`src/rtl/asu_pkg.sv`:
```
package asu_pkg;
  // ----------------------------------------
  // register offsets (word index on a plain port)
  // ----------------------------------------
  localparam logic [2:0] ADDR_MODE = 3'h0;
  localparam logic [2:0] ADDR_CTRL0 = 3'h1;
  localparam logic [2:0] ADDR_CTRL1 = 3'h2;
  localparam logic [2:0] ADDR_BAUD = 3'h3;
  localparam logic [2:0] ADDR_TXBUF = 3'h4;
  localparam logic [2:0] ADDR_RXBUF = 3'h5;
  // ----------------------------------------
  // serial_mode_reg fields
  // ----------------------------------------
  localparam int MR_SMD_LSB = 0;
  localparam int MR_CKSRC = 3;
  localparam int MR_STOP2 = 4;
  localparam int MR_PAR_ODD = 5;
  localparam int MR_PAR_EN = 6;
  localparam int MR_POL = 7;
  localparam logic [2:0] SMD_ASYNC7 = 3'h4;
  localparam logic [2:0] SMD_ASYNC8 = 3'h5;
  localparam logic [2:0] SMD_ASYNC9 = 3'h6;
  // ----------------------------------------
  // aux_serial_control, serial_control_one and receive buffer fields
  // ----------------------------------------
  localparam int C0_PRE_LSB = 0;
  localparam int C0_CTS = 2;
  localparam int C0_RTS = 3;
  localparam int C0_MSB = 4;
  localparam int C0_INV = 5;
  localparam int C0_IRS = 6;
  localparam int C0_OD = 7;
  localparam int C1_TXA = 0;
  localparam int C1_RXA = 1;
  localparam int RB_OVR = 12;
  // ----------------------------------------
  // reset values and timing
  // ----------------------------------------
  localparam logic [7:0] MODE_RESET = 8'h00;
  localparam logic [7:0] CTRL0_RESET = 8'h00;
  localparam logic [7:0] BAUD_RESET = 8'h00;
  localparam logic [2:0] SYNC_INIT = 3'h3;
  localparam logic [4:0] PRE_F8_MASK = 5'h07;
  localparam logic [4:0] PRE_F2N_MASK = 5'h1f;
  localparam logic [3:0] PHASE_LAST = 4'hf;
  localparam logic [3:0] RX_SAMPLE_PHASE = 4'h7;
  localparam logic [3:0] LEN7 = 4'h7;
  localparam logic [3:0] LEN8 = 4'h8;
  localparam logic [3:0] LEN9 = 4'h9;

  typedef enum logic [2:0] {
    ST_IDLE = 3'b000,
    ST_START = 3'b001,
    ST_DATA = 3'b010,
    ST_PAR = 3'b011,
    ST_STOP1 = 3'b100,
    ST_STOP2 = 3'b101
  } asu_state_t;
endpackage

```
`src/rtl/asu_uart.sv`:
```
// Summary of operation
// receive timing restarts on start-bit falling edge
// one start bit, 7, 8 or 9 data bits
// optional odd or even parity bit
// one or two stop bits at idle level
// internal rate is prescaled clock over 16(m+1)
// external rate is pin clock over 16(m+1)
// flow control: cts, rts, both or none
// transmit needs allow bit and full buffer
// cts selected: start only while pin low
// receive needs allow bit and start bit
// irq select 0: interrupt on buffer transfer
// irq select 1: interrupt on shift done
// receive interrupt on holding buffer load
// overrun checked at bit before stop; with two stop bits the code checks at the first stop bit
// missing stop bit sets framing error
// parity mismatch sets parity error
// software enables parity to use checking
// error summary is or of errors
// lsb or msb first selectable
// data inversion leaves start and stop
// line polarity inverts every level
// transmit line idles high or released
// mode codes 100b, 101b, 110b
// overrun: no load, no receive interrupt
// software keeps lsb first for 7/9 bits
// sample mid-bit, confirm start still low
// holding buffer uses low character bits
//
// The strobed register port and the register addresses are this design's own decisions.
module asu_uart import asu_pkg::*; (
  // clock and reset
  input wire logic clock,
  input wire logic reset,
  // register port
  input wire logic [2:0] regAddr,
  input wire logic [15:0] regWrData,
  input wire logic regWrite,
  input wire logic regRead,
  output logic [15:0] regRdData,
  // serial pins
  input wire logic rxIn,
  output logic txOut,
  output logic txOutEn,
  input wire logic clearToSendPinN,
  output logic readyToSendPinN,
  input wire logic externalBitClockPin,
  // interrupt requests
  output logic txIrq,
  output logic rxIrq
);
  // ----------------------------------------
  // registers and decode
  // ----------------------------------------
  logic [7:0] serialMode_q;
  logic [7:0] auxSerialControl_q;
  logic [7:0] baudDivisor_q;
  logic txAllowBit_q;
  logic rxAllowBit_q;
  logic [8:0] txHoldingBuffer_q;
  logic txBufferEmptyFlag_q;
  logic [8:0] rxHoldingBuffer_q;
  logic rxFull_q;
  logic overrunFlag_q;
  logic framingErrorFlag_q;
  logic parityFailFlag_q;
  logic [15:0] rdData_q;
  logic [2:0] pinLevel;
  logic osTick;
  logic [2:0] serialModeField;
  logic asyncOn;
  logic [3:0] charLen;
  logic [8:0] charMask;
  logic stop2;
  logic parEn;
  logic parOdd;
  logic lineInvert;
  logic msbFirst;
  logic dataInvert;
  logic ctsEn;
  logic rtsEn;
  logic wrTx;
  logic rdRx;

  assign serialModeField = serialMode_q[MR_SMD_LSB+:3];
  assign asyncOn = serialModeField inside {SMD_ASYNC7, SMD_ASYNC8, SMD_ASYNC9};
  assign charLen = serialModeField == SMD_ASYNC7 ? LEN7 :
                   serialModeField == SMD_ASYNC8 ? LEN8 : LEN9;
  assign charMask = serialModeField == SMD_ASYNC7 ? 9'h07f :
                    serialModeField == SMD_ASYNC8 ? 9'h0ff : 9'h1ff;
  assign stop2 = serialMode_q[MR_STOP2];
  assign parEn = serialMode_q[MR_PAR_EN];
  assign parOdd = serialMode_q[MR_PAR_ODD];
  assign lineInvert = serialMode_q[MR_POL];
  assign msbFirst = auxSerialControl_q[C0_MSB];
  assign dataInvert = auxSerialControl_q[C0_INV];
  assign ctsEn = auxSerialControl_q[C0_CTS];
  assign rtsEn = auxSerialControl_q[C0_RTS];
  assign wrTx = regWrite && regAddr == ADDR_TXBUF;
  assign rdRx = regRead && regAddr == ADDR_RXBUF;

  // character bit index after order selection; 7/9-bit msb-first is left to software
  function automatic logic [3:0] bitPos(input logic [3:0] idx, input logic msb,
                                        input logic [3:0] len);
    bitPos = msb ? len - 4'h1 - idx : idx;
  endfunction

  asu_sync uSync (
    .clock(clock),
    .reset(reset),
    .pinIn({externalBitClockPin, clearToSendPinN, rxIn}),
    .pinOut(pinLevel)
  );

  asu_baud_gen uBaud (
    .clock(clock),
    .reset(reset),
    .extSource(serialMode_q[MR_CKSRC]),
    .prescaleSel(auxSerialControl_q[C0_PRE_LSB+:2]),
    .divisor(baudDivisor_q),
    .extClkLevel(pinLevel[2]),
    .osTick(osTick)
  );

  always_ff @(posedge clock) begin
    if (reset) begin
      serialMode_q <= MODE_RESET;
      auxSerialControl_q <= CTRL0_RESET;
      baudDivisor_q <= BAUD_RESET;
      txAllowBit_q <= 1'b0;
      rxAllowBit_q <= 1'b0;
    end else if (regWrite) begin
      if (regAddr == ADDR_MODE) serialMode_q <= regWrData[7:0];
      if (regAddr == ADDR_CTRL0) auxSerialControl_q <= regWrData[7:0];
      if (regAddr == ADDR_BAUD) baudDivisor_q <= regWrData[7:0];
      if (regAddr == ADDR_CTRL1) begin
        txAllowBit_q <= regWrData[C1_TXA];
        rxAllowBit_q <= regWrData[C1_RXA];
      end
    end
  end

  // ----------------------------------------
  // transmitter
  // ----------------------------------------
  asu_state_t txState_q;
  logic [3:0] txPhase_q;
  logic [3:0] txIdx_q;
  logic [8:0] txShift_q;
  logic txLine_q;
  logic txOut_q;
  logic txOutEn_q;
  logic txIrq_q;
  logic txGo;
  logic txBitEnd;
  logic txDone;
  logic txLastData;
  logic txParBit;

  assign txGo = asyncOn && txState_q == ST_IDLE && txAllowBit_q && !txBufferEmptyFlag_q
                && (!ctsEn || !pinLevel[1]);
  assign txBitEnd = osTick && txPhase_q == PHASE_LAST;
  assign txLastData = txIdx_q == charLen - 4'h1;
  assign txDone = txBitEnd && ((txState_q == ST_STOP1 && !stop2) || txState_q == ST_STOP2);
  assign txParBit = (^((txShift_q ^ {9{dataInvert}}) & charMask)) ^ parOdd;

  always_ff @(posedge clock) begin
    if (reset) begin
      txHoldingBuffer_q <= 9'h000;
      txBufferEmptyFlag_q <= 1'b1;
    end else if (wrTx) begin
      txHoldingBuffer_q <= regWrData[8:0];
      txBufferEmptyFlag_q <= 1'b0;
    end else if (txGo) begin
      txBufferEmptyFlag_q <= 1'b1;
    end
  end

  always_ff @(posedge clock) begin
    if (reset) begin
      txState_q <= ST_IDLE;
      txPhase_q <= 4'h0;
      txIdx_q <= 4'h0;
      txShift_q <= 9'h000;
      txLine_q <= 1'b1;
    end else if (!asyncOn) begin
      txState_q <= ST_IDLE;
      txLine_q <= 1'b1;
    end else begin
      if (osTick) txPhase_q <= txPhase_q + 4'h1;
      unique case (txState_q)
        ST_IDLE: begin
          if (txGo) begin
            txState_q <= ST_START;
            txPhase_q <= 4'h0;
            txShift_q <= txHoldingBuffer_q;
            txLine_q <= 1'b0;
          end
        end
        ST_START: begin
          if (txBitEnd) begin
            txState_q <= ST_DATA;
            txIdx_q <= 4'h0;
            txLine_q <= txShift_q[bitPos(4'h0, msbFirst, charLen)] ^ dataInvert;
          end
        end
        ST_DATA: begin
          if (txBitEnd && txLastData) begin
            txState_q <= parEn ? ST_PAR : ST_STOP1;
            txLine_q <= parEn ? txParBit : 1'b1;
          end else if (txBitEnd) begin
            txIdx_q <= txIdx_q + 4'h1;
            txLine_q <= txShift_q[bitPos(txIdx_q + 4'h1, msbFirst, charLen)] ^ dataInvert;
          end
        end
        ST_PAR: begin
          if (txBitEnd) begin
            txState_q <= ST_STOP1;
            txLine_q <= 1'b1;
          end
        end
        ST_STOP1: begin
          if (txBitEnd) txState_q <= stop2 ? ST_STOP2 : ST_IDLE;
        end
        ST_STOP2: begin
          if (txBitEnd) txState_q <= ST_IDLE;
        end
      endcase
    end
  end

  // open drain only pulls low, so an idle high line is released
  always_ff @(posedge clock) begin
    if (reset) begin
      txOut_q <= 1'b1;
      txOutEn_q <= 1'b1;
    end else begin
      txOut_q <= txLine_q ^ lineInvert;
      txOutEn_q <= !auxSerialControl_q[C0_OD] || !(txLine_q ^ lineInvert);
    end
  end

  always_ff @(posedge clock) begin
    if (reset) begin
      txIrq_q <= 1'b0;
    end else begin
      txIrq_q <= auxSerialControl_q[C0_IRS] ? txDone : txGo;
    end
  end

  // ----------------------------------------
  // receiver
  // ----------------------------------------
  asu_state_t rxState_q;
  logic [3:0] rxPhase_q;
  logic [3:0] rxIdx_q;
  logic [8:0] rxData_q;
  logic rxParAcc_q;
  logic rxParErr_q;
  logic rxFerr_q;
  logic rxOvrFrame_q;
  logic rxPrev_q;
  logic rxIrq_q;
  logic rts_q;
  logic rxLine;
  logic rxSample;
  logic rxOvrPoint;
  logic rxFinish;
  logic rxLoad;
  logic rxFerNow;

  assign rxLine = pinLevel[0] ^ lineInvert;
  assign rxSample = osTick && rxPhase_q == RX_SAMPLE_PHASE;
  assign rxFinish = rxSample && ((rxState_q == ST_STOP1 && !stop2) || rxState_q == ST_STOP2);
  assign rxFerNow = !rxLine || (rxState_q == ST_STOP2 && rxFerr_q);
  assign rxOvrPoint = rxSample && rxFull_q && (stop2 ? rxState_q == ST_STOP1 :
                      (rxState_q == ST_PAR ||
                      (rxState_q == ST_DATA && rxIdx_q == charLen - 4'h1 && !parEn)));
  assign rxLoad = rxFinish && !rxOvrFrame_q && !rxOvrPoint;

  always_ff @(posedge clock) begin
    if (reset) begin
      rxState_q <= ST_IDLE;
      rxPhase_q <= 4'h0;
      rxIdx_q <= 4'h0;
      rxData_q <= 9'h000;
      rxParAcc_q <= 1'b0;
      rxParErr_q <= 1'b0;
      rxFerr_q <= 1'b0;
      rxOvrFrame_q <= 1'b0;
      rxPrev_q <= 1'b1;
    end else begin
      rxPrev_q <= rxLine;
      if (osTick) rxPhase_q <= rxPhase_q + 4'h1;
      if (rxOvrPoint) rxOvrFrame_q <= 1'b1;
      unique case (rxState_q)
        ST_IDLE: begin
          if (asyncOn && rxAllowBit_q && rxPrev_q && !rxLine) begin
            rxState_q <= ST_START;
            rxPhase_q <= 4'h0;
            rxData_q <= 9'h000;
            rxParAcc_q <= 1'b0;
            rxParErr_q <= 1'b0;
            rxFerr_q <= 1'b0;
            rxOvrFrame_q <= 1'b0;
          end
        end
        ST_START: begin
          if (rxSample) begin
            rxState_q <= rxLine ? ST_IDLE : ST_DATA;
            rxIdx_q <= 4'h0;
          end
        end
        ST_DATA: begin
          if (rxSample) begin
            rxData_q[bitPos(rxIdx_q, msbFirst, charLen)] <= rxLine ^ dataInvert;
            rxParAcc_q <= rxParAcc_q ^ rxLine;
            rxIdx_q <= rxIdx_q + 4'h1;
            if (rxIdx_q == charLen - 4'h1) rxState_q <= parEn ? ST_PAR : ST_STOP1;
          end
        end
        ST_PAR: begin
          if (rxSample) begin
            rxParErr_q <= (rxParAcc_q ^ rxLine) != parOdd;
            rxState_q <= ST_STOP1;
          end
        end
        ST_STOP1: begin
          if (rxSample) begin
            rxFerr_q <= !rxLine;
            rxState_q <= stop2 ? ST_STOP2 : ST_IDLE;
          end
        end
        ST_STOP2: begin
          if (rxSample) rxState_q <= ST_IDLE;
        end
      endcase
    end
  end

  // a read clears the flags, but an event in the same cycle still wins
  always_ff @(posedge clock) begin
    if (reset) begin
      rxHoldingBuffer_q <= 9'h000;
      rxFull_q <= 1'b0;
      overrunFlag_q <= 1'b0;
      framingErrorFlag_q <= 1'b0;
      parityFailFlag_q <= 1'b0;
    end else begin
      if (rdRx) begin
        rxFull_q <= 1'b0;
        overrunFlag_q <= 1'b0;
        framingErrorFlag_q <= 1'b0;
        parityFailFlag_q <= 1'b0;
      end
      if (rxOvrPoint) overrunFlag_q <= 1'b1;
      if (rxLoad) begin
        rxHoldingBuffer_q <= rxData_q & charMask;
        rxFull_q <= 1'b1;
        if (rxFerNow) framingErrorFlag_q <= 1'b1;
        if (parEn && rxParErr_q) parityFailFlag_q <= 1'b1;
      end
    end
  end

  always_ff @(posedge clock) begin
    if (reset) begin
      rxIrq_q <= 1'b0;
      rts_q <= 1'b1;
    end else begin
      rxIrq_q <= rxLoad;
      rts_q <= !(rtsEn && asyncOn && rxAllowBit_q && !rxFull_q);
    end
  end

  // ----------------------------------------
  // read port
  // ----------------------------------------
  always_ff @(posedge clock) begin
    if (reset) begin
      rdData_q <= 16'h0000;
    end else if (regRead) begin
      unique case (regAddr)
        ADDR_MODE: rdData_q <= {8'h00, serialMode_q};
        ADDR_CTRL0: rdData_q <= {8'h00, auxSerialControl_q};
        ADDR_CTRL1: rdData_q <= {11'h000, txState_q == ST_IDLE, rxFull_q,
                                 txBufferEmptyFlag_q, rxAllowBit_q, txAllowBit_q};
        ADDR_BAUD: rdData_q <= {8'h00, baudDivisor_q};
        ADDR_TXBUF: rdData_q <= {7'h00, txHoldingBuffer_q};
        ADDR_RXBUF: rdData_q <= {overrunFlag_q | framingErrorFlag_q | parityFailFlag_q,
                                 parityFailFlag_q, framingErrorFlag_q, overrunFlag_q,
                                 3'h0, rxHoldingBuffer_q};
        default: rdData_q <= 16'h0000;
      endcase
    end else begin
      rdData_q <= 16'h0000;
    end
  end

  assign regRdData = rdData_q;
  assign txOut = txOut_q;
  assign txOutEn = txOutEn_q;
  assign readyToSendPinN = rts_q;
  assign txIrq = txIrq_q;
  assign rxIrq = rxIrq_q;
endmodule // asu_uart

```
`src/rtl/asu_sync.sv`:
```
module asu_sync import asu_pkg::*; (
  // clock and reset
  input wire logic clock,
  input wire logic reset,
  // raw pins and filtered levels
  input wire logic [2:0] pinIn,
  output logic [2:0] pinOut
);
  logic [2:0] s1_q;
  logic [2:0] s2_q;
  logic [2:0] s3_q;
  logic [2:0] out_q;

  // level only moves once stages two and three agree, filtering one-cycle glitches
  genvar i;
  generate
    for (i = 0; i < 3; i++) begin : gBit
      always_ff @(posedge clock) begin
        if (reset) begin
          s1_q[i] <= SYNC_INIT[i];
          s2_q[i] <= SYNC_INIT[i];
          s3_q[i] <= SYNC_INIT[i];
          out_q[i] <= SYNC_INIT[i];
        end else begin
          s1_q[i] <= pinIn[i];
          s2_q[i] <= s1_q[i];
          s3_q[i] <= s2_q[i];
          if (s2_q[i] == s3_q[i]) begin
            out_q[i] <= s3_q[i];
          end
        end
      end
    end
  endgenerate

  assign pinOut = out_q;
endmodule // asu_sync

```
`src/rtl/asu_baud_gen.sv`:
```
module asu_baud_gen import asu_pkg::*; (
  // clock and reset
  input wire logic clock,
  input wire logic reset,
  // configuration
  input wire logic extSource,
  input wire logic [1:0] prescaleSel,
  input wire logic [7:0] divisor,
  // filtered external clock level
  input wire logic extClkLevel,
  // sixteen-times bit rate tick
  output logic osTick
);
  logic [4:0] pre_q;
  logic extPrev_q;
  logic [7:0] div_q;
  logic osTick_q;
  logic srcTick;

  always_ff @(posedge clock) begin
    if (reset) begin
      pre_q <= 5'h00;
      extPrev_q <= 1'b0;
    end else begin
      pre_q <= pre_q + 5'h01;
      extPrev_q <= extClkLevel;
    end
  end

  always_comb begin
    if (extSource) begin
      srcTick = extClkLevel & ~extPrev_q;
    end else begin
      unique case (prescaleSel)
        2'h0: srcTick = 1'b1;
        2'h1: srcTick = (pre_q & PRE_F8_MASK) == PRE_F8_MASK;
        default: srcTick = pre_q == PRE_F2N_MASK;
      endcase
    end
  end

  // divide by divisor plus one; >= keeps the count sane if software lowers it mid-run
  always_ff @(posedge clock) begin
    if (reset) begin
      div_q <= 8'h00;
      osTick_q <= 1'b0;
    end else begin
      osTick_q <= 1'b0;
      if (srcTick) begin
        if (div_q >= divisor) begin
          div_q <= 8'h00;
          osTick_q <= 1'b1;
        end else begin
          div_q <= div_q + 8'h01;
        end
      end
    end
  end

  assign osTick = osTick_q;
endmodule // asu_baud_gen

```
`config.mk`:
```
export PLATFORM = sky130hd
export DESIGN_NAME = asu_uart
export DESIGN_NICKNAME = d
export VERILOG_FILES = /design/src/rtl/asu_pkg.sv /design/src/rtl/asu_uart.sv /design/src/rtl/asu_sync.sv /design/src/rtl/asu_baud_gen.sv
export SDC_FILE = /design/constraint.sdc
export NUM_CORES = 1
export LEC_CHECK = 0
export ABC_AREA = 0
export BUFFER_PORTS_ARGS = -buffer_cell sky130_fd_sc_hd__buf_2
export CAP_MARGIN = 20
export CORE_ASPECT_RATIO = 1.4
export CORE_UTILIZATION = 48
export CTS_CLUSTER_DIAMETER = 100
export CTS_CLUSTER_SIZE = 16
export DETAILED_ROUTE_END_ITERATION = 10
export PLACE_DENSITY_LB_ADDON = 0.08
export SKIP_LAST_GASP = 1
export SYNTH_ARGS = -nofsm -noshare
export SYNTH_HDL_FRONTEND = slang
export SYNTH_SLANG_ARGS = --single-unit
```
`constraint.sdc`:
```
create_clock -name clock -period 3.2 [get_ports clock]
set_input_delay 0.64 -clock clock [delete_from_list [all_inputs] [get_ports clock]]
set_output_delay 0.64 -clock clock [all_outputs]
set_load 0.1 [all_outputs]
```
==> results of run 1 <==
-- cell families (layout without fill, tap and decap cells) --
| family | count (synthesis) | in the layout | share of synthesized area |
|---|---|---|---|
| simple gates | 336 | 336 | 0.2352 |
| compound gates | 178 | 178 | 0.1629 |
| flops | 140 | 140 | 0.4068 |
| buf+inv | 72 | 109 | 0.04304 |
| xor+xnor | 37 | 37 | 0.04903 |
| mux | 34 | 34 | 0.05684 |
| fa+ha+maj | 24 | 24 | 0.04576 |
| other cells | 1 | 3 | 0.0005442 |
-- metal layers --
metal	up-vias	GRT usage
met4	0	0.1312
met5	-	0
met2	143	0.4463
met3	45	0.05156
met1	2794	0.2796
li1	2935	-
-- sequential cells by signal, indices dropped and copies added, names as in the netlist, 3 cells and up --
signal              cells
auxSerialControl_q      8
rxIdx_q                 4
txPhase_q               4
rxPhase_q               4
regRdData              13
uSync.pinOut            3
rxData_q                9
txState_q               3
txShift_q               9
rxHoldingBuffer_q       9
txHoldingBuffer_q       9
uBaud.div_q             8
txIdx_q                 4
serialMode_q            8
uSync.s1_q              3
uSync.s3_q              3
rxState_q               3
uSync.s2_q              3
uBaud.pre_q             5
baudDivisor_q           8
-- path summary, 6_finish.rpt --
kind / from / to / depth (start not counted)
setup / recovery: serialMode_q[2]$_SDFFE_PP0P_ / txLine_q$_SDFFE_PP1P_ / 11
hold / removal: rxIn / uSync.s1_q[0]$_SDFF_PP1_ / 2
setup reg to reg: serialMode_q[2]$_SDFFE_PP0P_ / txLine_q$_SDFFE_PP1P_ / 11
hold reg to reg: uSync.s1_q[0]$_SDFF_PP1_ / uSync.s2_q[0]$_SDFF_PP1_ / 1
-- power breakdown --
group	internal (mW)	total (mW)	switching [mW]	leakage, nW
clock	1.21	2.01	0.805	0.287
sequential	1.77	1.80	0.0331	1.13
combinational	0.0885	0.254	0.165	1.36
-- final cells by class --
type,instances,area (um^2)
clock inverter,13,156.4
sequential,140,2803
inverter,27,103.9
clock buffer,19,452.9
timing repair buffer,50,287.8
multi-input combinational,612,3799
fill,1288,6141
tap,185,231.5
-- critical path: stages (launching register included) --
cell and delay [ps]:
dfxtp_1 410, and2b_4 290, nand2_1 130, ha_1 210, inv_1 70, fa_1 420, mux2i_1 280, mux4_2 350
mux2i_1 200, xnor2_1 160, nor3_1 70, o311ai_1 280
-- through the flow --
stage / instance area [um^2] / setup WS [ps] / hold WS [ps] / total power, mW / instances
final: 7834 / 249.2 / 397.8 / 4.072 / 1046
after global routing: 7834 / 85.36 / 391.7 / 4.195 / 1046
after CTS: 7834 / 236.0 / 384.1 / 4.099 / 1046
after detailed placement: 7224 / 281.9 / 393.3 / 2.096 / 1014
after global placement: 7224 / 318.1 / 390.9 / 2.085 / 1014
after floorplan: 6898 / 579.8 / 389.5 / 2.022 / 824
-- placed cells by master, fill, tap and decap left out, types with 15 or more instances in the layout --
cell / n
a21oi_1: 80
buf_2: 35
buf_4: 15
clkbuf_16: 17
dfxtp_1: 140
ha_1: 22
inv_1: 26
mux2i_1: 20
nand2_1: 153
nor2_1: 55
nor2b_1: 15
o21ai_0: 24
xnor2_1: 22
==> out/results.ini, run 1 <==
[status]
status=complete, no violations

[place]
place.gp.congestion=0.9022
place_hpwl_mm=12.92
io_buffers=36

[critical_path]
crit_required_ps=3530
critical_path_class=register to register
worstSetupEndpointType=register
critPathLaunchType=register
regToRegSetupSlack_ps=250
critical_path_arrival_ps=3280
path_max_fanout=9

[cts]
clockBufferDepth=2
htree_levels=4
clock_latency_ps=420
cts_made_buffers=17
cts.sinks=140
cts_tree=done
post-cts-setup-buffers=0
cts_hold_buf=0
cts_resized=0
root_buffer=clkbuf_16
clkTransAtPathRegs_ps=60

[final_layout]
post-route-util=0.5606
syn2layout_area_growth_pct=13.69
drive_gt1_frac=0.1347
diodes=0
finalNetCount=898

[sta]
fin_crit_sh=0.9221
post-route-min-period_ps=2951
max_slew.worst_pin.slew_ps=838.4
slew_viol_final=0
grt_setup_unrepaired=no
clock_skew_ps=7.837
setup_violations=0
setup_tns_ps=0
hold_viol=0
slew_headroom=0.4368
clock.fmax_mhz=338.9

[synthesis]
ys_top_cells_by_area=dfxtp_1 41%, nand2_1 8.3%, a21oi_1 5.8%
synth_top_area_frac=0.4068
synth_cells=822
synth_area_mm2=0.006890
ys_seq_area_frac=0.4068
synth_area_per_cell_um2=8.382
yosysTopAreaCell=dfxtp_1
netlist_top_cells_count=153 x nand2_1, 140 x dfxtp_1, 80 x a21oi_1
ys_ff_latch=140
synth_edf_count=0
async_flop_share=0
yosysMostFrequentCell=nand2_1
synth.distinct_cells=76
synth_top_flop_cell=dfxtp_1
yosys_warnings=0

[routing]
drc=0
drt-pass1-iter-count=5
totalWireLength_mm=17.77
vias=5917
dr.max_layer_used=met4
wl_met2_mm=9.142
wl_per_cell_um=16.98
drt_iter0_drc=332
wl_met1_mm=7.280
wl_met3_um=665
drtAntennaViolNets=0
via_per_inst=5.657

[die]
core_area_mm2=0.01397
initial_utilization=0.4931
dieArea_mm2=0.01485
fp.dieH_um=143.8
ios=47
dieWidth_um=103.3
rows=51

[global_route]
grt_pass1_wl_mm=28.12
grt_pass1_vias=5638
antenna_found_initial=0
grt-ovfl-total=0
grt_start_max_net_pins=65
grt_util_all_layers=0.2521

[pwr]
power-per-cell-area_mw_per_mm2=519.8
leakagePower_nw=2.783
vdd_drop_max_v=0.0005548

[hold_path]
hold_path.class=input pin to register

[job]
cap_violations=0

Power figures use the tool's default switching activity.
==> run 2: changes to the inputs <==
--- a/config.mk
+++ b/config.mk
@@ -8,7 +8,6 @@
 export ABC_AREA = 0
 export BUFFER_PORTS_ARGS = -buffer_cell sky130_fd_sc_hd__buf_2
 export CAP_MARGIN = 20
-export CORE_ASPECT_RATIO = 1.4
 export CORE_UTILIZATION = 48
 export CTS_CLUSTER_DIAMETER = 100
 export CTS_CLUSTER_SIZE = 16
==> run 2 against run 1 <==
Against the previous run:
- register-to-register slack worse by 30 ps
- critical path depth stayed put
- clock skew hardly changed
- cell area is 0.27% lower
- sequential cell count stayed put
- non-clock buffer count stayed put
- worst hold slack better by 1.0 ps
- utilization hardly changed
- fmax is 1.0% lower
==> out/results.ini, run 2 (synthesis gave the netlist of run 1 again) <==
[final_layout]
final_cell_mix=153 x nand2_1, 140 x dfxtp_1, 80 x a21oi_1  ; unchanged
largest_reg_flops=13  ; unchanged
seq_area_mm2=0.002803  ; unchanged
finalNetCount=898  ; unchanged
multiInputGateArea_mm2=0.003802  ; was 0.003799 mm^2
fill_cells=1297  ; was 1288
syn2layout_area_growth_pct=13.38  ; was 13.69%
diodes=0  ; unchanged
drive_gt1_frac=0.1337  ; was 0.1347
final_common_cell=nand2_1  ; unchanged

[pwr]
clockPowerShare=0.490  ; was 0.494
switching_share=0.2338  ; was 0.2465
power-per-cell-area_mw_per_mm2=517.5  ; was 519.8 mW/mm^2
p_int_mw=3.097  ; was 3.068 mW
vdd_drop_max_v=0.0004473  ; was 0.0005548 V
comb_power_share=0.064  ; was 0.062
seq_power_share=0.446  ; was 0.443
p_sw_mw=0.9453  ; was 1.004 mW
leakagePower_nw=2.787  ; was 2.783 nW

[sta]
post-route-min-period_ps=2981  ; was 2951 ps
setup_violations=0  ; unchanged
finalHoldWorstSlack_ps=398.8  ; was 397.8 ps
hold_viol=0  ; unchanged
clock.fmax_mhz=335.5  ; was 338.9 MHz
fin_crit_sh=0.9315  ; was 0.9221
setup_tns_ps=0  ; unchanged
clock_skew_ps=7.507  ; was 7.837 ps
grt_setup_unrepaired=no  ; unchanged
slew_headroom=0.3385  ; was 0.4368
slew_viol_final=0  ; unchanged
max_slew.worst_pin.slew_ps=984.7  ; was 838.4 ps

[critical_path]
critPathLaunchType=register  ; unchanged
slowest_delay_ps=430  ; was 420 ps
critical_path_class=register to register  ; unchanged
crit_required_ps=3520  ; was 3530 ps
crit_chain=and2b_4 > nand2_1 > ha_1 > inv_1 > fa_1 > mux2i_2 > mux4_2 > mux2i_1 > xnor2_1 > nor3_1 > o311ai_1  ; was and2b_4 > nand2_1 > ha_1 > inv_1 > fa_1 > mux2i_1 > mux4_2 > mux2i_1 > xnor2_1 > nor3_1 > o311ai_1
worstSetupEndpointType=register  ; unchanged
regToRegSetupSlack_ps=220  ; was 250 ps
ff2ff_path_depth=11  ; unchanged
path_max_fanout=9  ; unchanged
critical_path_arrival_ps=3300  ; was 3280 ps
crit_slowest_cell=dfxtp_1  ; was fa_1

[global_route]
grt_pass1_wl_mm=28.01  ; was 28.12 mm
grt-ovfl-total=0  ; unchanged
grt_start_max_net_pins=65  ; unchanged
antenna_found_initial=0  ; unchanged
grt_util_all_layers=0.2464  ; was 0.2521
top_usage_layer=met2  ; unchanged
grtUsageMet1=0.3143  ; was 0.2796
met3_usage=0.06461  ; was 0.05156
grt_pass1_vias=5615  ; was 5638
met2_usage=0.4089  ; was 0.4463

[routing]
drt_iter0_drc=464  ; was 332
drc=0  ; unchanged
vias=5965  ; was 5917
totalWireLength_mm=17.28  ; was 17.77 mm
wl_per_cell_um=16.62  ; was 16.98 um
drtAntennaViolNets=0  ; unchanged
via_per_inst=5.736  ; was 5.657
drt-pass1-iter-count=6  ; was 5

[cts]
cts_hold_buf=0  ; unchanged
clockBufferDepth=2  ; unchanged
cts_made_buffers=17  ; unchanged
cts.sinks=140  ; unchanged
root_buffer=clkbuf_16  ; unchanged
htree_levels=4  ; unchanged
clock_latency_ps=420  ; about the same
cts_tree=done  ; unchanged
clkTransAtPathRegs_ps=60  ; about the same

[status]
status=complete, no violations  ; unchanged

[place]
io_buffers=36  ; unchanged
place_hpwl_mm=12.39  ; was 12.92 mm
place.gp.congestion=0.8444  ; was 0.9022

[job]
cap_violations=0  ; unchanged

[die]
dieWidth_um=121.8  ; was 103.3 um
initial_utilization=0.4945  ; was 0.4931
dieArea_mm2=0.01484  ; was 0.01485 mm^2
ios=47  ; unchanged
rows=43  ; was 51
fp.dieH_um=121.8  ; was 143.8 um
core_area_mm2=0.01393  ; was 0.01397 mm^2

[hold_path]
hold_path.class=input pin to register  ; unchanged
min_path_cells=2  ; unchanged

==> run 2: cell types whose count changed in the layout (fill, tap and decap cells not counted) <==
cell	change
bufinv_16	+1
clkbuf_1	+1
clkbuf_8	-1
clkinv_2	+5
clkinvlp_4	-2
inv_6	-3
inv_8	-2
mux2i_1	-1
mux2i_2	+1
==> run 2: timing repair <==
item,CTS,global route
gates resized for setup,0,1
endpoints found under the hold margin,0,0
setup endpoints to repair,0,1
buffers inserted,0,0
==> run 2: per-stage QoR <==
stage          setup slack (ps)  power (mW)  utilization  instance area (um^2)  instances
6_report                  219.4       4.043       0.5607                  7812       1040
5_1_grt                   44.04       4.185       0.5607                  7812       1040
4_1_cts                   157.3       4.069       0.5604                  7809       1040
3_5_place_dp              209.9       2.096       0.5180                  7218       1009
3_3_place_gp              288.7       2.087       0.5180                  7218       1009
2_1_floorplan             579.8       2.022            -                  6898        824
==> run 2: power by group through the flow <==
stage               sequential, mW  clock (mW)  combinational [mW]
finish                        1.80        1.98               0.261
CTS                           1.80        2.01               0.258
detailed placement            1.84           0               0.256
floorplan                     1.84           0               0.186
global placement              1.84           0               0.249
global route                  1.80        2.10               0.284
==> run 2: critical path, delay by kind of cell, from the launching register on <==
kind	cells	cell delay (ps)
xor+xnor	1	150
compound gates	1	280
flops	1	430
fa+ha+maj	2	630
mux	3	800
buf+inv	1	70
simple gates	3	520
==> run 2: worst paths after layout <==
kind / start / end
hold / removal: clearToSendPinN / uSync.s1_q[1]$_SDFF_PP1_
hold reg to reg: uSync.s1_q[0]$_SDFF_PP1_ / uSync.s2_q[0]$_SDFF_PP1_
setup / recovery: serialMode_q[2]$_SDFFE_PP0P_ / txLine_q$_SDFFE_PP1P_
setup reg to reg: serialMode_q[2]$_SDFFE_PP0P_ / txLine_q$_SDFFE_PP1P_
==> run 2: layer usage <==
layer / share of wire / vias to the layer above
met5: 0 / -
met4: 0.015 / 0
met3: 0.048 / 22
met2: 0.48 / 169
met1: 0.46 / 2836
li1: - / 2938
==> run 2: final cells by class <==
class,count,area share
Clock buffer,19,0.05669
Sequential cell,140,0.3587
Tap cell,180,0.02883
Clock inverter,12,0.01890
Multi-Input combinational cell,612,0.4867
Timing Repair Buffer,50,0.03684
Inverter,27,0.01329
==> run 3: changes to the inputs <==
--- a/config.mk
+++ b/config.mk
@@ -8,7 +8,7 @@
 export ABC_AREA = 0
 export BUFFER_PORTS_ARGS = -buffer_cell sky130_fd_sc_hd__buf_2
 export CAP_MARGIN = 20
-export CORE_UTILIZATION = 48
+export CORE_UTILIZATION = 38
 export CTS_CLUSTER_DIAMETER = 100
 export CTS_CLUSTER_SIZE = 16
 export DETAILED_ROUTE_END_ITERATION = 10
==> constraint.sdc (replaced) <==
create_clock -name clock -period 3.45 [get_ports clock]
set_input_delay 0.69 -clock clock [delete_from_list [all_inputs] [get_ports clock]]
set_output_delay 0.69 -clock clock [all_outputs]
set_load 0.1 [all_outputs]
==> run 3 against run 2 <==
Against the previous run:
- fmax decreased by 1.4%
- sequential cell count unchanged
- utilization decreased by 11 points
- combinational power decreased by 7%
- register-to-register slack improved by 210 ps
- routed wire length increased by 5.3%
- power decreased by 5.7%
- sequential share of layout area decreased by 0.31 points
- worst setup slack improved by 210 ps
- critical path depth unchanged
- largest cell class unchanged
==> out/results.ini, run 3 (synthesis gave the netlist of run 1 again) <==
[status]
status=complete, no violations  ; unchanged

[routing]
totalWireLength_mm=18.19  ; was 17.28 mm
drt-pass1-iter-count=5  ; was 6
drc=0  ; unchanged
via_per_inst=5.394  ; was 5.736
dr.max_layer_used=met4  ; unchanged
drtAntennaViolNets=0  ; unchanged
wl_met2_mm=8.548  ; was 8.329 mm
wl_met3_um=706  ; was 824 um
vias=5836  ; was 5965
wl_met1_mm=8.654  ; was 7.866 mm
wl_per_cell_um=16.81  ; was 16.62 um
drt_iter0_drc=324  ; was 464

[die]
dieWidth_um=136.7  ; was 121.8 um
dieArea_mm2=0.01867  ; was 0.01484 mm^2
fp.dieH_um=136.7  ; was 121.8 um
core_area_mm2=0.01748  ; was 0.01393 mm^2
initial_utilization=0.3943  ; was 0.4945
ios=47  ; unchanged
rows=48  ; was 43

[global_route]
grt_start_max_net_pins=91  ; was 65
grt_pass1_vias=5628  ; was 5615
grt_pass1_wl_mm=29.75  ; was 28.01 mm
grt_util_all_layers=0.2085  ; was 0.2464
antenna_found_initial=0  ; unchanged
grt-ovfl-total=0  ; unchanged

[cts]
cts_resized=0  ; unchanged
clkTransAtPathRegs_ps=60  ; about the same
clockBufferDepth=2  ; unchanged
cts_hold_buf=0  ; unchanged
htree_levels=4  ; unchanged
clock_latency_ps=420  ; about the same
cts.sinks=140  ; unchanged
cts_tree=done  ; unchanged
root_buffer=clkbuf_16  ; unchanged
post-cts-setup-buffers=0  ; unchanged
cts_made_buffers=17  ; unchanged

[pwr]
power-per-cell-area_mw_per_mm2=483.7  ; was 517.5 mW/mm^2
seq_power_share=0.438  ; was 0.446
vdd_drop_max_v=0.0003401  ; was 0.0004473 V
clockPowerShare=0.498  ; was 0.490
comb_power_share=0.064  ; about the same
p_sw_mw=0.9056  ; was 0.9453 mW
leakagePower_nw=2.782  ; was 2.787 nW
p_int_mw=2.906  ; was 3.097 mW
switching_share=0.2376  ; was 0.2338

[sta]
clock_skew_ps=7.383  ; was 7.507 ps
finalHoldWorstSlack_ps=409.5  ; was 398.8 ps
clock.fmax_mhz=330.8  ; was 335.5 MHz
grt_setup_unrepaired=no  ; unchanged
slew_headroom=0.3121  ; was 0.3385
setup_ws_ps=427.1  ; was 219.4 ps
setup_violations=0  ; unchanged
post-route-min-period_ps=3023  ; was 2981 ps
slew_viol_final=0  ; unchanged
fin_crit_sh=0.8762  ; was 0.9315
hold_viol=0  ; unchanged
max_slew.worst_pin.slew_ps=1028  ; was 984.7 ps
setup_tns_ps=0  ; unchanged

[final_layout]
diodes=0  ; unchanged
final_common_cell=nand2_1  ; unchanged
largest_reg_flops=13  ; unchanged
fin_area_mm2=0.007880  ; was 0.007812 mm^2
syn2layout_area_growth_pct=14.36  ; was 13.38%
finalNetCount=895  ; was 898
drive_gt1_frac=0.1307  ; was 0.1337
final_cell_mix=153 x nand2_1, 140 x dfxtp_1, 80 x a21oi_1  ; unchanged
post-route-util=0.4509  ; was 0.5607

[place]
dp_worst_setup_slack_ps=458.2  ; was 209.9 ps
place_hpwl_mm=13.17  ; was 12.39 mm
place.gp.congestion=0.8205  ; was 0.8444
io_buffers=36  ; unchanged
placed_cell_area_mm2=0.007264  ; was 0.007218 mm^2

[critical_path]
critPathLaunchType=register  ; unchanged
critical_path_class=register to register  ; unchanged
reg2reg_from=serialMode_q[1]$_SDFFE_PP0P_  ; was serialMode_q[2]$_SDFFE_PP0P_
critical_path_arrival_ps=3340  ; was 3300 ps
ff2ff_path_depth=11  ; unchanged
worstReg2RegEnd=txLine_q$_SDFFE_PP1P_  ; unchanged
crit_required_ps=3770  ; was 3520 ps
path_max_fanout=9  ; unchanged
regToRegSetupSlack_ps=430  ; was 220 ps
worstSetupEndpointType=register  ; unchanged

[hold_path]
hp-start=uSync.s1_q[0]$_SDFF_PP1_  ; was clearToSendPinN
whs_endpoint=uSync.s2_q[0]$_SDFF_PP1_  ; was uSync.s1_q[1]$_SDFF_PP1_
min_path_cells=1  ; was 2
hold_path.class=register to register  ; was input pin to register

[job]
cap_violations=0  ; unchanged

-- run 3: worst max-delay path, stage by stage (launching register included) --
cell,delay (ps)
dfxtp_1,370
and2b_4,380
nand2_1,150
ha_1,220
inv_1,70
fa_1,410
mux2i_1,280
mux4_2,360
mux2i_1,210
xnor2_1,150
nor3_1,70
o311ai_1,270
-- run 3: how the worst max path moves through the flow --
stage	depth (start not counted)	to	startpoint	slack (ps)
global placement	11	txLine_q$_SDFFE_PP1P_	serialMode_q[1]$_SDFFE_PP0P_	470
finish	11	txLine_q$_SDFFE_PP1P_	serialMode_q[1]$_SDFFE_PP0P_	430
floorplan	11	txLine_q$_SDFFE_PP1P_	serialMode_q[1]$_SDFFE_PP0P_	830
detailed placement	11	txLine_q$_SDFFE_PP1P_	serialMode_q[1]$_SDFFE_PP0P_	460
global route	11	txLine_q$_SDFFE_PP1P_	serialMode_q[2]$_SDFFE_PP0P_	210
CTS	11	txLine_q$_SDFFE_PP1P_	serialMode_q[1]$_SDFFE_PP0P_	400
-- run 3: per-layer routing --
metal  GRT usage  vias to the layer above
met4     0.06420                        0
met5           0                        -
met3     0.03926                       23
met1      0.2768                     2780
met2      0.3404                      103
li1            -                     2930
-- run 3: cell type report --
| type | instances | area (um^2) |
|---|---|---|
| multi-input combinational | 612 | 3799 |
| sequential | 140 | 2803 |
| inverter | 27 | 103.9 |
| fill | 1749 | 9597 |
| tap | 225 | 281.5 |
| clock buffer | 19 | 452.9 |
| clock inverter | 12 | 162.7 |
| timing repair buffer | 47 | 277.8 |
-- run 3: stage by stage --
stage                     power (mW)  instances
after floorplan                1.875        824
after global placement         1.942       1051
after detailed placement       1.948       1051
after CTS                      3.854       1082
after global routing           3.961       1082
final                          3.812       1082
-- run 3: power groups by stage --
stage	clock [mW]	combinational, mW	sequential (mW)
floorplan	0	0.172	1.70
global placement	0	0.239	1.70
detailed placement	0	0.243	1.71
CTS	1.94	0.244	1.67
global route	2.02	0.269	1.67
finish	1.90	0.244	1.67
